### config.mk
export PLATFORM = sky130hd
export DESIGN_NAME = adcc_ctrl
export DESIGN_NICKNAME = d
export VERILOG_FILES = /design/src/design/adcc_pkg.sv /design/src/design/adcc_sync.sv /design/src/design/adcc_ctrl.sv
export SDC_FILE = /design/constraint.sdc
export NUM_CORES = 1
export LEC_CHECK = 0
export ABC_AREA = 1
export CAP_MARGIN = 20
export CORE_ASPECT_RATIO = 1.4
export CORE_MARGIN = 3
export CORE_UTILIZATION = 35
export DETAILED_ROUTE_END_ITERATION = 8
export DONT_BUFFER_PORTS = 1
export HOLD_SLACK_MARGIN = 0.03
export SYNTH_ARGS = -nofsm -noshare
export SYNTH_HDL_FRONTEND = slang
export SYNTH_HIERARCHICAL = 1
export SYNTH_SLANG_ARGS = --single-unit
export TNS_END_PERCENT = 5
### constraint.sdc
create_clock -name i_core_clk -period 2.5 [get_ports i_core_clk]
set_clock_uncertainty 0.2 [all_clocks]
set_input_delay 0.375 -clock i_core_clk [delete_from_list [all_inputs] [get_ports i_core_clk]]
set_output_delay 0.375 -clock i_core_clk [all_outputs]
set_load 0.02 [all_outputs]
### src/design/adcc_pkg.sv
// Constants shared by the converter control block and its bench.
// Assumes a single 20 MHz core clock and a slower external master clock.
package adcc_pkg;
   localparam int CORE_CLK_HZ = 20_000_000;
   localparam int MCLK_MAX_HZ = 2_500_000;
   localparam int MCLK_MIN_HZ = 100_000;
   localparam int SER_BITS = 16;
   localparam int CTRL_BITS = 5;
   localparam int ADDR_BITS = 3;
   localparam int RESULT_BITS = 12;
   localparam int ADDR_MSB = 4;
   localparam int ADDR_LSB = 2;
   localparam int CTRL_RESET = 0;
   localparam int CAP_BITS = 8;
   localparam int SETTLE_BITS = 16;
   localparam int CONV_TIME_NS = 5900;
   localparam int CONV_MCLK_CYC = CONV_TIME_NS / (1_000_000_000 / MCLK_MAX_HZ);
   localparam int SETTLE_BASE_NS = 1000;
   localparam int SETTLE_UNIT_NS = 100;
   localparam int CORE_NS = 1_000_000_000 / CORE_CLK_HZ;
   localparam int SETTLE_BASE_CYC = (SETTLE_BASE_NS + CORE_NS - 1) / CORE_NS;
   localparam int SETTLE_UNIT_CYC = (SETTLE_UNIT_NS + CORE_NS - 1) / CORE_NS;
   localparam int CONV_CNT_BITS = 5;
   localparam int TX_CNT_BITS = 5;
   localparam int RX_CNT_BITS = 3;
   typedef enum logic [1:0] {ADCC_IDLE, ADCC_WAIT_SETTLE, ADCC_CONVERT} adcc_state_t;
endpackage

### src/design/adcc_sync.sv
// Two-stage synchroniser with edge detection for one pin input.
// Assumes the pin is asynchronous to i_core_clk and changes slower than it.
`timescale 1ns/10ps
module adcc_sync #(
   parameter logic IDLE_LEVEL = 1'b0
) (
   input wire logic i_core_clk,
   input wire logic i_rst,
   input wire logic i_async,
   output logic o_level,
   output logic o_rise,
   output logic o_fall
);
   logic meta_reg;
   logic sync_reg;
   logic last_reg;

   // Only the second stage is looked at, so a metastable first stage never reaches logic.
   always_ff @(posedge i_core_clk or posedge i_rst) begin
      // Resetting to the pin's idle level keeps a false edge out of the first cycles.
      if (i_rst) begin
         meta_reg <= IDLE_LEVEL;
         sync_reg <= IDLE_LEVEL;
         last_reg <= IDLE_LEVEL;
      end else begin
         meta_reg <= i_async;
         sync_reg <= meta_reg;
         last_reg <= sync_reg;
      end
   end

   assign o_level = sync_reg;
   assign o_rise = sync_reg & ~last_reg;
   assign o_fall = ~sync_reg & last_reg;
endmodule

### src/design/adcc_ctrl.sv
// Conversion start, settling delay and serial port control of the converter.
// Assumes pins arrive asynchronously and the analog core presents i_adc_result.
`timescale 1ns/10ps
module adcc_ctrl (
   input wire logic i_core_clk,
   input wire logic i_rst,
   input wire logic i_master_clk,
   input wire logic i_serial_mode_select,
   input wire logic i_conversion_trigger,
   input wire logic [adcc_pkg::CAP_BITS-1:0] i_settling_timing_capacitor,
   input wire logic [adcc_pkg::RESULT_BITS-1:0] i_adc_result,
   input wire logic i_sclk,
   output logic o_sclk,
   output logic o_sclk_oe,
   input wire logic i_receive_frame_sync_n,
   output logic o_receive_frame_sync_n,
   output logic o_receive_frame_sync_oe,
   input wire logic i_transmit_frame_sync_n,
   input wire logic i_data_in,
   output logic o_data_out,
   output logic o_data_out_oe,
   output logic o_hold,
   output logic [adcc_pkg::CTRL_BITS-1:0] o_control
);
   logic mclk_lvl, mclk_rise, mclk_fall;
   logic serial_mode_select_lvl, trig_lvl, trig_rise;
   logic sclk_lvl, sclk_in_rise, sclk_in_fall;
   logic rfs_lvl, rfs_in_fall;
   logic tfs_lvl, tfs_fall;
   logic din_lvl;
   logic master_reg, sclk_reg, frame_reg, dout_reg, dout_oe_reg, hold_reg;
   logic [adcc_pkg::CTRL_BITS-1:0] ctrl_reg;
   logic [adcc_pkg::RX_CNT_BITS-1:0] rx_cnt_reg;
   logic [adcc_pkg::TX_CNT_BITS-1:0] tx_cnt_reg;
   logic [adcc_pkg::SER_BITS-1:0] shift_reg, out_word_reg;
   logic [adcc_pkg::SETTLE_BITS-1:0] settle_cnt_reg;
   logic [adcc_pkg::CONV_CNT_BITS-1:0] conv_cnt_reg;
   adcc_pkg::adcc_state_t state_reg;
   logic settle_active, conv_done, ctrl_load, run_sclk, sc_rise, sc_fall, frame_on;

   function automatic logic [adcc_pkg::SETTLE_BITS-1:0] settle_len(
      input logic [adcc_pkg::CAP_BITS-1:0] cap);
      settle_len = adcc_pkg::SETTLE_BITS'(adcc_pkg::SETTLE_BASE_CYC)
         + adcc_pkg::SETTLE_BITS'(cap) * adcc_pkg::SETTLE_BITS'(adcc_pkg::SETTLE_UNIT_CYC);
   endfunction

   adcc_sync u_mclk (.i_core_clk(i_core_clk), .i_rst(i_rst), .i_async(i_master_clk),
      .o_level(mclk_lvl), .o_rise(mclk_rise), .o_fall(mclk_fall));
   adcc_sync u_serial_mode_select (.i_core_clk(i_core_clk), .i_rst(i_rst), .i_async(i_serial_mode_select),
      .o_level(serial_mode_select_lvl), .o_rise(), .o_fall());
   adcc_sync u_trig (.i_core_clk(i_core_clk), .i_rst(i_rst), .i_async(i_conversion_trigger),
      .o_level(trig_lvl), .o_rise(trig_rise), .o_fall());
   adcc_sync u_sclk (.i_core_clk(i_core_clk), .i_rst(i_rst), .i_async(i_sclk),
      .o_level(sclk_lvl), .o_rise(sclk_in_rise), .o_fall(sclk_in_fall));
   adcc_sync #(.IDLE_LEVEL(1'b1)) u_rfs (.i_core_clk(i_core_clk), .i_rst(i_rst),
      .i_async(i_receive_frame_sync_n), .o_level(rfs_lvl), .o_rise(), .o_fall(rfs_in_fall));
   adcc_sync #(.IDLE_LEVEL(1'b1)) u_tfs (.i_core_clk(i_core_clk), .i_rst(i_rst),
      .i_async(i_transmit_frame_sync_n), .o_level(tfs_lvl), .o_rise(), .o_fall(tfs_fall));
   adcc_sync u_din (.i_core_clk(i_core_clk), .i_rst(i_rst), .i_async(i_data_in),
      .o_level(din_lvl), .o_rise(), .o_fall());

   assign settle_active = settle_cnt_reg != '0;
   assign conv_done = state_reg == adcc_pkg::ADCC_CONVERT && mclk_rise
      && conv_cnt_reg == adcc_pkg::CONV_CNT_BITS'(adcc_pkg::CONV_MCLK_CYC - 1);
   assign ctrl_load = sc_fall && !tfs_lvl
      && rx_cnt_reg == adcc_pkg::RX_CNT_BITS'(adcc_pkg::CTRL_BITS - 1);
   // The master clock is passed only while something is framed, so the pin idles low.
   assign run_sclk = frame_reg || !tfs_lvl;
   assign sc_rise = master_reg ? (mclk_rise && run_sclk && !sclk_reg) : sclk_in_rise;
   assign sc_fall = master_reg ? (mclk_fall && sclk_reg) : sclk_in_fall;
   assign frame_on = master_reg ? frame_reg : !rfs_lvl;

   // Mode is sampled continuously; it is expected to stay put while busy.
   always_ff @(posedge i_core_clk or posedge i_rst) begin
      if (i_rst) begin
         master_reg <= 1'b0;
      end else begin
         master_reg <= !serial_mode_select_lvl;
      end
   end

   always_ff @(posedge i_core_clk or posedge i_rst) begin
      if (i_rst) begin
         settle_cnt_reg <= '0;
      end else if (ctrl_load) begin
         settle_cnt_reg <= settle_len(i_settling_timing_capacitor);
      end else if (settle_active) begin
         settle_cnt_reg <= settle_cnt_reg - 1'b1;
      end
   end

   always_ff @(posedge i_core_clk or posedge i_rst) begin
      if (i_rst) begin
         state_reg <= adcc_pkg::ADCC_IDLE;
         hold_reg <= 1'b0;
         conv_cnt_reg <= '0;
         out_word_reg <= '0;
      end else begin
         unique case (state_reg)
            adcc_pkg::ADCC_IDLE: begin
               if (trig_rise && settle_active) begin
                  state_reg <= adcc_pkg::ADCC_WAIT_SETTLE;
               end else if (trig_rise) begin
                  state_reg <= adcc_pkg::ADCC_CONVERT;
                  hold_reg <= 1'b1;
                  conv_cnt_reg <= '0;
               end
            end
            adcc_pkg::ADCC_WAIT_SETTLE: begin
               if (!settle_active) begin
                  state_reg <= adcc_pkg::ADCC_CONVERT;
                  hold_reg <= 1'b1;
                  conv_cnt_reg <= '0;
               end
            end
            adcc_pkg::ADCC_CONVERT: begin
               if (conv_done) begin
                  state_reg <= adcc_pkg::ADCC_IDLE;
                  hold_reg <= 1'b0;
                  out_word_reg <= {1'b0, ctrl_reg[adcc_pkg::ADDR_MSB:adcc_pkg::ADDR_LSB],
                     i_adc_result};
               end else if (mclk_rise) begin
                  conv_cnt_reg <= conv_cnt_reg + 1'b1;
               end
            end
         endcase
      end
   end

   // Control bits enter MSB first on falling shift clock edges.
   always_ff @(posedge i_core_clk or posedge i_rst) begin
      if (i_rst) begin
         rx_cnt_reg <= '0;
         ctrl_reg <= adcc_pkg::CTRL_BITS'(adcc_pkg::CTRL_RESET);
      end else if (tfs_fall) begin
         rx_cnt_reg <= '0;
      end else if (sc_fall && !tfs_lvl
            && rx_cnt_reg < adcc_pkg::RX_CNT_BITS'(adcc_pkg::CTRL_BITS)) begin
         rx_cnt_reg <= rx_cnt_reg + 1'b1;
         ctrl_reg <= {ctrl_reg[adcc_pkg::CTRL_BITS-2:0], din_lvl};
      end
   end

   always_ff @(posedge i_core_clk or posedge i_rst) begin
      if (i_rst) begin
         sclk_reg <= 1'b0;
      end else if (!master_reg) begin
         sclk_reg <= 1'b0;
      end else if (sc_rise) begin
         sclk_reg <= 1'b1;
      end else if (sc_fall) begin
         sclk_reg <= 1'b0;
      end
   end

   // The first rising edge of a frame comes before the first sampling edge, so no shift then.
   always_ff @(posedge i_core_clk or posedge i_rst) begin
      if (i_rst) begin
         frame_reg <= 1'b0;
         tx_cnt_reg <= '0;
         shift_reg <= '0;
         dout_reg <= 1'b0;
         dout_oe_reg <= 1'b0;
      end else if ((master_reg && conv_done && !frame_reg) || (!master_reg && rfs_in_fall)) begin
         frame_reg <= master_reg;
         tx_cnt_reg <= '0;
         shift_reg <= master_reg ? {1'b0, ctrl_reg[adcc_pkg::ADDR_MSB:adcc_pkg::ADDR_LSB],
            i_adc_result} : out_word_reg;
         dout_reg <= 1'b0;
         dout_oe_reg <= 1'b1;
      end else if (!frame_on) begin
         frame_reg <= 1'b0;
         dout_oe_reg <= 1'b0;
      end else if (sc_fall && tx_cnt_reg < adcc_pkg::TX_CNT_BITS'(adcc_pkg::SER_BITS)) begin
         tx_cnt_reg <= tx_cnt_reg + 1'b1;
         if (tx_cnt_reg == adcc_pkg::TX_CNT_BITS'(adcc_pkg::SER_BITS - 1)) begin
            frame_reg <= 1'b0;
            // A master keeps the line one more cycle, so the bit still stands at the last fall.
            dout_oe_reg <= master_reg;
         end
      end else if (sc_rise && tx_cnt_reg != '0) begin
         shift_reg <= {shift_reg[adcc_pkg::SER_BITS-2:0], 1'b0};
         dout_reg <= shift_reg[adcc_pkg::SER_BITS-2];
      end
   end

   assign o_sclk = sclk_reg;
   assign o_sclk_oe = master_reg;
   assign o_receive_frame_sync_n = !frame_reg;
   assign o_receive_frame_sync_oe = master_reg;
   assign o_data_out = dout_reg;
   assign o_data_out_oe = dout_oe_reg;
   assign o_hold = hold_reg;
   assign o_control = ctrl_reg;
endmodule

# Yosys cells after proc, flatten, opt, wreduce, memory -nomap -nowiden
# Index checks and enable logic that the tools add are counted.
# word_totals
regBits	91
output_inout_bits	12
# classes
n_addsub	5
magnitude_cmp	2
n_eq_ne	16
mux	46
bitwise	15
reduce_logical	38
# ops
operator	count
$mux W15	5
$mux W5	8
$mux W16	2
$mux W1	22
$reduce_bool A16 Y1	1
$sub A16 B1 Y16 const B	1
$pmux W5 S3	1
$logic_and A1 B1 Y1	14
$ne A2 B2 Y1 const B	7
$add A5 B1 Y5 const B	2
$add A5 B9 Y10 const A	1
$eq A5 B4 Y1 const B	2
$reduce_bool A2 Y1	5
$ne A3 B1 Y1 const B	3
$mux W2	4
$not A1 Y1	8
$reduce_and A2 Y1	4
$and A1 B1 Y1	7
$logic_not A1 Y1	6
$mux W3	2
$pmux W2 S3	1
$reduce_and A3 Y1	2
$lt A5 B5 Y1 const B	1
$reduce_and A5 Y1	1
other kinds (11)	12

# Logic depth before layout (Yosys ltp)
# Gate-level depths: netlist of the first run.
# depth
word_depth	10
ltp_mapped	12

# Modules after synthesis
# The synthesis of the first run kept the hierarchy.
# by_module_without_submodules
module	n_inst	cells_each	area_each_um2	seq_area_each_um2
adcc_ctrl	1	548	4121.5	1801.7
adcc_sync at u_din ...	5	8	93.8	75.1
adcc_sync at u_rfs ...	2	8	97.6	78.8

# Least setup slack after synthesis of the first run
# OpenSTA, ideal clock, no wires.
# synth_path
kind	reg2reg
startpoint	register state_reg[0]
endpoint	register dout_reg (netlist: o_data_out)
arrival_time_ps	1502
required_ps	2183
setup_slack_ps	681
path_stages_with_launch	12
n_path_buf	2
path_cell_list	dfrtp_1 -> inv_1 -> ha_1 -> nand2_1 -> nor2_1 -> nand4_1 -> nand2_2 -> inv_2 -> buf_6 -> buf_6 -> nand3_1 -> nand2_1
# synth_via
elab_chain_cells	8
# synth_lines
item	line	source
from (decl)	adcc_ctrl.sv:38	adcc_pkg::adcc_state_t state_reg;
from (signal assigned)	adcc_ctrl.sv:94	state_reg <= adcc_pkg::ADCC_IDLE;
from (signal assigned)	adcc_ctrl.sv:102	state_reg <= adcc_pkg::ADCC_WAIT_SETTLE;
from (signal assigned)	adcc_ctrl.sv:104	state_reg <= adcc_pkg::ADCC_CONVERT;
$eq A2 B2 Y1 (*)	adcc_ctrl.sv:63	assign conv_done = state_reg == adcc_pkg::ADCC_CONVERT && mclk_rise
$logic_and A1 B1 Y1 (*)	adcc_ctrl.sv:63	
$logic_and A1 B1 Y1 (*)	adcc_ctrl.sv:64	&& conv_cnt_reg == adcc_pkg::CONV_CNT_BITS'(adcc_pkg::CONV_MCLK_CYC - 1);
$logic_and A1 B1 Y1 (*) (2 in series)	adcc_ctrl.sv:164	end else if ((master_reg && conv_done && !frame_reg) || (!master_reg && rfs_in_fall)) begin
$logic_or A1 B1 Y1 (*)	adcc_ctrl.sv:164	
$ne A2 B2 Y1 (no line) or $reduce_bool A2 Y1 (tied branches)	-	
$reduce_and A3 Y1 (no line)	-	
to (signal assigned)	adcc_ctrl.sv:183	dout_reg <= shift_reg[adcc_pkg::SER_BITS-2];
to (decl)	adcc_ctrl.sv:31	logic master_reg, sclk_reg, frame_reg, dout_reg, dout_oe_reg, hold_reg;
# Mark *: on every way between the ends. The rest lies on a longest branch, timed or not.
# A chain may end at the register's enable or synchronous reset.

# Worst setup path in the final report of the first run
# layout_path
startpoint	register state_reg[0]
endpoint	register shift_reg[2] in the netlist's numbering
# layout_via
elab_chain_cells	8
# layout_lines
item	line	source
$eq A2 B2 Y1 (*)	adcc_ctrl.sv:63	
$logic_and A1 B1 Y1 (*)	adcc_ctrl.sv:63	
$logic_and A1 B1 Y1 (*)	adcc_ctrl.sv:64	
$logic_and A1 B1 Y1 (*) (2 in series)	adcc_ctrl.sv:164	
$logic_or A1 B1 Y1 (*)	adcc_ctrl.sv:164	
$ne A2 B2 Y1 (no line) or $reduce_bool A2 Y1 (tied branches)	-	
$reduce_and A3 Y1 (no line)	-	
to (signal assigned)	adcc_ctrl.sv:167	shift_reg <= master_reg ? {1'b0, ctrl_reg[adcc_pkg::ADDR_MSB:adcc_pkg::ADDR_LSB],
to (signal assigned)	adcc_ctrl.sv:182	shift_reg <= {shift_reg[adcc_pkg::SER_BITS-2:0], 1'b0};
to (decl)	adcc_ctrl.sv:35	logic [adcc_pkg::SER_BITS-1:0] shift_reg, out_word_reg;
# Marked as above.

==> results of run 1 <==
[worst min path at each step]
stage	startpoint	end	slack [ns]
after floorplan	i_rst	u_din/meta_reg	-0.08
after global placement	i_rst	u_serial_mode_select/meta_reg	-0.08
after detailed placement	i_rst	u_serial_mode_select/meta_reg	-0.08
after CTS	i_adc_result[0]	shift_reg[0]	0.05
after global routing	i_settling_timing_capacitor[2]	settle_cnt_reg[3]	0.07
final	i_adc_result[0]	shift_reg[0]	0.06
[per-layer routing]
layer,up-vias,global-route usage [%],routed length (um)
met5,-,0,0
met4,0,5.532,209
met3,17,3.844,421
met2,63,22.52,4500
met1,1730,16.70,4479
li1,1888,-,-
[power groups by stage]
| stage | combinational, W | clock [W] | sequential [W] |
|---|---|---|---|
| after global routing | 0.00107 | 0.00142 | 0.00200 |
| after floorplan | 0.000741 | 0 | 0.00194 |
| after CTS | 0.000932 | 0.00136 | 0.00197 |
| final | 0.000923 | 0.00132 | 0.00197 |
| after global placement | 0.000857 | 0 | 0.00198 |
| after detailed placement | 0.000895 | 0 | 0.00199 |
[area by class of cell]
class | instances | area [um2]
repair buffers | 27 | 270.3
inverters | 76 | 287.8
fillers | 1309 | 7667
clock buffers | 12 | 256.5
flip-flops and latches | 91 | 2285
well taps | 178 | 222.7
clock inverters | 4 | 32.53
multi-input cells | 403 | 1976
[stage by stage]
stage	total power, W	std cells	hold WS, ns	worst slack (ns)	utilization, %
2_1_floorplan	0.002680	588	-0.08382	0.1001	-
3_3_place_gp	0.002841	753	-0.07902	0.4394	37.09
3_5_place_dp	0.002884	753	-0.07712	0.3651	37.09
4_1_cts	0.004258	791	0.04861	0.3578	41.01
5_1_grt	0.004487	791	0.07274	0.1451	41.01
6_report	0.004205	791	0.05885	0.3605	41.01
[what timing repair did]
item	4_1_cts	5_1_grt
setup buffers	0	0
hold buffers	22	0
hold endpoints to repair	64	0
==> flow_metrics.py, run 1 <==
metrics = {
    "timing": {
        "worst_slew_pin_slew_ns": 0.6057,
        "grt_setup_unrepaired": "no",
        "finalMaxSlewViolations": 0,
        "setup_viol": 0,
        "fmax_ghz": 0.4674,
        "fin_crit_sh_pct": 85.58,
        "slew_headroom_pct": 59.56,
        "hold_viol": 0,
        "finalCriticalPeriod_ns": 2.140,
        "tns_ns": 0,
    },
    "place": {
        "hpwlAfterDp_um": 6681,
        "place_area_um2": 4821,
        "gp_congestion": 0.8577,
        "portBuffers": 0,
    },
    "critical_path": {
        "r2r_slack_ns": 0.36,
        "r2r-end": "shift_reg[2]",
        "worst-path-max-fanout": 39,
        "critPathMostFrequentCell": "nand2_1",
        "startpoint_type": "flop",
        "crit_type": "flop to flop",
        "crit_buf_inv": 2,
        "crit_end": "shift_reg[2]",
        "max_stage_delay_ns": 0.45,
        "worst_setup_path_end_kind": "flop",
        "slowest_stage": "inv_2",
        "worstPathCellList": "inv_1 -> ha_1 -> nand2_1 -> nor2_1 -> nand4_1 -> nand2_2 -> inv_2 -> nand2_4 -> nand2_1 -> nand2_1",
        "cp.required_ns": 2.54,
        "path_delay_family": "simple AND/OR/NAND/NOR gates",
        "cp.depth": 10,
        "critPathLaunch": "state_reg[0]",
        "r2r_start": "state_reg[0]",
        "r2r_cells": 10,
        "cp.arrival_ns": 2.18,
    },
    "yosys": {
        "yosysWarnings": 6,
        "synthCells": 588,
        "synth_area_um2": 4683,
        "synth_area_per_cell_um2": 7.965,
        "syn-num-nets": 630,
    },
    "power_and_ir_drop": {
        "intPower_w": 0.002823,
        "clkPwrFrac_pct": 31.3,
        "netSwitchingFraction_pct": 32.87,
        "p_seq_share_pct": 46.7,
        "power.share.combinational_pct": 21.9,
        "power_switching_w": 0.001382,
        "p_leak_nw": 2.678,
        "powerDensity_nw_per_um2": 788.9,
        "vdd_drop_max_mv": 0.4469,
    },
    "floorplanning": {
        "fp.dieW_um": 103.8,
        "io_pins": 41,
        "die_y_um": 142.9,
        "initial_core_util_pct": 36.03,
        "dieArea_um2": 14820,
        "num_rows": 49,
        "core_area_um2": 13000,
    },
    "detailed_routing": {
        "drt_wl_total_um": 9610,
        "ant_nets": 0,
        "vias_per_cell": 4.675,
        "first_pass_iters": 4,
        "wl_per_cell_um": 12.15,
        "drtIter0Drc": 126,
        "vias": 3698,
        "drc_errors": 0,
    },
    "cts": {
        "cts_tree": "built",
        "root_buffer": "clkbuf_16",
        "htree_levels": 3,
        "clock_latency_ns": 0.35,
        "clkSinkCount": 91,
        "clkTransAtPathRegs_ns": 0.07,
        "cts_resized": 0,
        "cts_made_buffers": 9,
        "cts_buffer_depth": 2,
    },
    "min_path": {
        "holdPathStages": 2,
        "hp-class": "primary input to flop",
    },
    "global_route": {
        "antenna_found_initial": 0,
        "grtUsageTotal_pct": 13.54,
        "grt_pass1_vias": 3538,
        "grt_max_degree": 49,
        "grt_pass1_wl_um": 16310,
        "grt.overflow.total": 0,
    },
    "cells_and_area": {
        "syn2layout_area_growth_pct": 13.81,
        "largest_reg_flops": 16,
        "drive_above_1_share_pct": 7.178,
        "final_common_cell": "nand2_1",
        "nNetsFinal": 650,
        "diodes": 0,
        "final_cell_mix": "171 x nand2_1, 85 x dfrtp_1, 71 x inv_1, 64 x nor2_1, 41 x nand3_1",
        "post-route-cell-area_um2": 5330,
    },
    "run": {
        "cap_viol_max_count": 0,
    },
    "run_status": {
        "status": "completed",
    },
}
Power figures use the tool's default switching activity.
==> inputs of run 2 (changes only) <==
--- a/constraint.sdc
+++ b/constraint.sdc
@@ -3,3 +3,3 @@
 set_input_delay 0.375 -clock i_core_clk [delete_from_list [all_inputs] [get_ports i_core_clk]]
 set_output_delay 0.375 -clock i_core_clk [all_outputs]
-set_load 0.02 [all_outputs]
+set_load 0.01 [all_outputs]
==> run 2 against run 1 <==
Effect of this change:
- setup slack worse by 0.0030 ns
- highest routed layer unchanged
- fmax down 0.14%
- critical endpoint is now shift_reg[9]
- sequential share of layout area up 0.15 points
- register-to-register slack about the same
- clock power down 5%
- non-clock buffer count unchanged
- sequential power about the same
- first-iteration DRC count up 3.2%
- power down 2.0%
==> flow_metrics.py, run 2 (synthesis results as in run 1) <==
metrics = {
    "critical_path": {
        "critPathMostFrequentCell": "nand2_1",
        "crit_type": "flop to flop",
        "slowest_stage": "inv_2",
        "max_stage_delay_ns": 0.45,
        "worstPathCellList": "inv_1 -> ha_1 -> nand2_1 -> nor2_1 -> nand4_1 -> nand2_2 -> inv_2 -> nand2_4 -> nand2_1 -> nand2_1",
        "worst_setup_path_end_kind": "flop",
        "cp.required_ns": 2.53,
        "worst-path-max-fanout": 39,
        "startpoint_type": "flop",
        "cp.arrival_ns": 2.17,
    },
    "floorplanning": {
        "io_pins": 41,
        "die_y_um": 142.9,
        "initial_core_util_pct": 36.03,
        "fp.dieW_um": 103.8,
        "core_area_um2": 13000,
        "num_rows": 49,
        "dieArea_um2": 14820,
    },
    "detailed_routing": {
        "vias_per_cell": 4.694,
        "drtIter0Drc": 130,
        "wl_per_cell_um": 12.14,
        "ant_nets": 0,
        "first_pass_iters": 4,
        "drc_errors": 0,
        "vias": 3713,
        "drt_wl_total_um": 9604,
    },
    "cells_and_area": {
        "diodes": 0,
        "seqCellArea_um2": 2285,
        "final_cell_mix": "171 x nand2_1, 85 x dfrtp_1, 71 x inv_1, 64 x nor2_1, 41 x nand3_1",
        "largest_reg_flops": 16,
        "fill_cells": 1308,
        "multi_input_area_um2": 1976,
        "syn2layout_area_growth_pct": 13.41,
        "drive_above_1_share_pct": 7.178,
        "final_common_cell": "nand2_1",
        "nNetsFinal": 650,
    },
    "global_route": {
        "grt_pass1_wl_um": 16770,
        "antenna_found_initial": 0,
        "grt_max_degree": 49,
        "grt.overflow.total": 0,
        "grt_pass1_vias": 3656,
        "grtUsageTotal_pct": 13.84,
    },
    "cts": {
        "cts_setup_buffers": 0,
        "cts_buffer_depth": 2,
        "clock_latency_ns": 0.34,
        "clkTransAtPathRegs_ns": 0.07,
        "root_buffer": "clkbuf_16",
        "cts_hold_buffers": 22,
        "clkSinkCount": 91,
        "cts_resized": 0,
        "htree_levels": 3,
        "cts_tree": "built",
        "cts_made_buffers": 9,
    },
    "timing": {
        "hold_viol": 0,
        "finalMaxSlewViolations": 0,
        "tns_ns": 0,
        "setup_viol": 0,
        "fmax_ghz": 0.4667,
        "slew_headroom_pct": 59.46,
        "fin_crit_sh_pct": 85.70,
        "finalCriticalPeriod_ns": 2.143,
        "grt_setup_unrepaired": "no",
        "worst_slew_pin_slew_ns": 0.6072,
    },
    "run_status": {
        "status": "completed",
    },
    "min_path": {
        "hp-class": "primary input to flop",
    },
    "power_and_ir_drop": {
        "powerDensity_nw_per_um2": 776.1,
        "p_leak_nw": 2.667,
        "vdd_drop_max_mv": 0.3414,
        "power.total_w": 0.004122,
    },
    "place": {
        "hpwlAfterDp_um": 6701,
        "gp_congestion": 0.8352,
        "portBuffers": 0,
    },
    "run": {
        "cap_viol_max_count": 0,
    },
}
==> run 2: layout make-up <==
cell class,count,share of cell area (%)
repair buffers,27,5.088
clock inverters,6,0.7774
well taps,178,4.193
multi-input cells,403,37.20
inverters,76,5.418
flip-flops and latches,91,43.02
clock buffers,10,4.311
==> run 2: worst paths after layout <==
path,slack [ns],from,cells after the start,end
max in group asynchronous,0.96,i_rst,3,out_word_reg[3]
min,0.05,i_adc_result[0],2,shift_reg[0]
min reg2reg,0.15,u_din/meta_reg,0,u_din/o_level
max reg2reg,0.36,state_reg[0],10,shift_reg[9]
max,0.36,state_reg[0],10,shift_reg[9]
min in group asynchronous,0.27,i_rst,2,u_serial_mode_select/meta_reg
==> run 2: where the power goes <==
| group | switching, W | internal [W] | leakage, nW | total [W] |
|---|---|---|---|---|
| clock network | 0.000590 | 0.000674 | 0.125 | 0.00126 |
| registers | 0.000209 | 0.00173 | 1.12 | 0.00194 |
| logic | 0.000558 | 0.000361 | 1.42 | 0.000919 |
==> run 2: worst max-delay path: cells and delay by family, from the launching register on <==
| kind | cells | cell delay, ns |
|---|---|---|
| and+or+nand+nor | 7 | 0.68 |
| buffers and inverters | 2 | 0.52 |
| DFF | 1 | 0.38 |
| adders and majority gates | 1 | 0.22 |
==> run 2: metal layers <==
layer | share of wire, % | vias up | track usage [%]
met4 | 2.5 | 0 | 5.882
met2 | 48 | 65 | 23.38
met3 | 4.6 | 17 | 4.025
met1 | 45 | 1747 | 16.62
met5 | 0 | - | 0
li1 | - | 1884 | -
==> run 2: metrics by stage <==
stage / hold slack [ns] / utilization [%] / setup WS (ns) / instances / cell area (um2)
after floorplan: -0.08382 / - / 0.1001 / 588 / 4683
after global placement: -0.07871 / 37.09 / 0.4335 / 753 / 4821
after detailed placement: -0.07642 / 37.09 / 0.3845 / 753 / 4821
after CTS: 0.04144 / 40.86 / 0.3507 / 791 / 5311
after global routing: 0.04896 / 40.86 / 0.1624 / 791 / 5311
final: 0.04786 / 40.86 / 0.3575 / 791 / 5311
==> inputs of run 3 (changes only) <==
- SYNTH_HIERARCHICAL: 1 -> not set
==> run 3 against run 2 <==
Effect of this change:
- routed wire length down 3.9%
- sequential share of layout area up 0.43 points
- non-clock buffer count up 2
- fmax up 9.7%
- clock-buffer cell count up 1
- power down 1.4%
- clock power up 12%
- sequential power down 4%
==> flow_metrics.py, run 3 <==
metrics = {
    "cells_and_area": {
        "diodes": 0,
        "drive_above_1_share_pct": 8.333,
        "nNetsFinal": 625,
        "final_cell_mix": "137 x nand2_1, 85 x dfrtp_1, 71 x inv_1, 54 x nor2_1, 50 x o21ai_0",
        "final_cells": 738,
        "final_common_cell": "nand2_1",
        "syn2layout_area_growth_pct": 15.63,
        "fin_util_pct": 42.10,
        "largest_reg_flops": 16,
    },
    "detailed_routing": {
        "vias": 3572,
        "drtIter0Drc": 123,
        "vias_per_cell": 4.840,
        "ant_nets": 0,
        "first_pass_iters": 4,
        "drc_errors": 0,
        "wl_per_cell_um": 12.50,
        "drt_wl_total_um": 9226,
    },
    "critical_path": {
        "worst_setup_path_end_kind": "flop",
        "crit_type": "flop to flop",
        "worst-path-max-fanout": 30,
        "cp.required_ns": 2.56,
        "cp.arrival_ns": 2.02,
        "startpoint_type": "flop",
    },
    "power_and_ir_drop": {
        "p_leak_nw": 2.529,
        "power.total_w": 0.004065,
        "vdd_drop_max_mv": 0.4190,
        "powerDensity_nw_per_um2": 773.0,
    },
    "floorplanning": {
        "num_rows": 48,
        "core_area_um2": 12490,
        "die_y_um": 140.9,
        "io_pins": 41,
        "initial_core_util_pct": 36.41,
        "dieArea_um2": 14420,
        "fp.dieW_um": 102.3,
    },
    "yosys": {
        "async_flop_share_pct": 100.0,
        "synth_area_per_cell_um2": 8.151,
        "synth_commonest_cells": "137 x nand2_1, 85 x dfrtp_1, 72 x inv_1",
        "synth_top_area_cell": "dfrtp_1",
        "ys_ff_latch": 91,
        "synth_area_leaders": "dfrtp_1 47%, nand2_1 11%, inv_1 5.9%",
        "synth_seq_area_share_pct": 50.23,
        "synth_ff_type": "dfrtp_1",
        "synth_top_cell_area_share_pct": 46.77,
        "synth_area_um2": 4548,
        "yosysUniqueCellTypes": 33,
        "synth_edf_count": 0,
        "synth.most_common_cell": "nand2_1",
        "yosysWarnings": 0,
        "syn-num-nets": 600,
        "synthCells": 558,
    },
    "global_route": {
        "grt_pass1_vias": 3613,
        "grt_max_degree": 38,
        "grt_pass1_wl_um": 16300,
        "grtUsageTotal_pct": 14.15,
        "grt.overflow.total": 0,
        "antenna_found_initial": 0,
    },
    "place": {
        "portBuffers": 0,
        "hpwlAfterDp_um": 6547,
        "gp_congestion": 0.8476,
        "dpl.cell_count": 698,
    },
    "run_status": {
        "status": "completed",
    },
    "cts": {
        "cts_hold_buffers": 24,
        "htree_levels": 3,
        "cts_setup_buffers": 0,
        "cts_tree": "built",
        "clkTransAtPathRegs_ns": 0.07,
        "cts_resized": 0,
        "cts_made_buffers": 9,
        "clock_latency_ns": 0.34,
        "cts_buffer_depth": 2,
        "clkSinkCount": 91,
        "root_buffer": "clkbuf_16",
    },
    "timing": {
        "hold_viol": 0,
        "tns_ns": 0,
        "finalCriticalPeriod_ns": 1.953,
        "finalMaxSlewViolations": 0,
        "fmax_ghz": 0.5119,
        "setup_viol": 0,
        "worst_slew_pin_slew_ns": 0.5798,
        "grt_setup_unrepaired": "no",
        "slew_headroom_pct": 61.27,
        "fin_crit_sh_pct": 78.13,
    },
    "min_path": {
        "hp-class": "primary input to flop",
    },
    "run": {
        "cap_viol_max_count": 0,
    },
}
==> run 3: worst max-delay path, cell delays in order, from the launching register on <==
cell	delay, ns
dfrtp_1	0.40
inv_1	0.09
ha_1	0.18
nand2_1	0.06
nor2_1	0.12
nand3_1	0.13
nand2_2	0.10
buf_4	0.27
nand2_1	0.08
o21ai_0	0.09
nand2_1	0.06
o21ai_1	0.08
==> run 3: cell families (layout without fill, tap and decap cells) <==
group | Yosys count | count (layout) | synth area share (%)
AOI/OAI and AO/OA | 89 | 89 | 10.37
xor gates and xnor gates | 15 | 15 | 2.889
adders and majority gates | 13 | 13 | 3.576
buffers and inverters | 91 | 121 | 8.446
DFF | 91 | 91 | 50.23
and+or+nand+nor | 259 | 259 | 24.48
==> run 3: cell type report <==
cell class	instances	area (um2)
flip-flops and latches	91	2285
repair buffers	29	302.8
inverters	76	291.5
well taps	150	187.7
fillers	1224	7233
clock buffers	11	252.7
multi-input cells	376	1879
clock inverters	5	60.06
==> run 3: power breakdown <==
part           total (W)  leakage, nW  internal [W]  switching [W]
Clock            0.00141        0.157      0.000835       0.000576
Combinational   0.000793         1.25      0.000309       0.000484
Sequential       0.00186         1.12       0.00170       0.000163
Total            0.00407         2.53       0.00284        0.00122
==> run 3: final timing paths <==
path / from / end / slack, ns / cells after the start
worst min-delay path: i_settling_timing_capacitor[7] / settle_cnt_reg[8] / 0.07 / 2
min in group asynchronous: i_rst / settle_cnt_reg[13] / 0.38 / 2
worst max register to register: state_reg[0] / shift_reg[7] / 0.55 / 11
worst max-delay path: state_reg[0] / shift_reg[7] / 0.55 / 11
max in group asynchronous: i_rst / u_rfs.meta_reg / 1.09 / 3
worst min register to register: u_trig.meta_reg / u_trig.o_level / 0.15 / 0
==> run 3: through the flow <==
step	setup WS (ns)	hold WS [ns]	area (um2)
6_report	0.5466	0.07202	5259
5_1_grt	0.2990	0.07380	5259
4_1_cts	0.5395	0.06070	5259
3_5_place_dp	0.5609	0.1370	4706
3_3_place_gp	0.6287	0.1335	4706
2_1_floorplan	0.8329	0.1312	4552
==> run 3: metal layers <==
layer	global-route usage (%)	part of all wire [%]	vias up
li1	-	-	1826
met4	6.012	2.0	0
met3	3.069	2.9	14
met2	23.74	51	48
met1	17.32	44	1684
met5	0	0	-
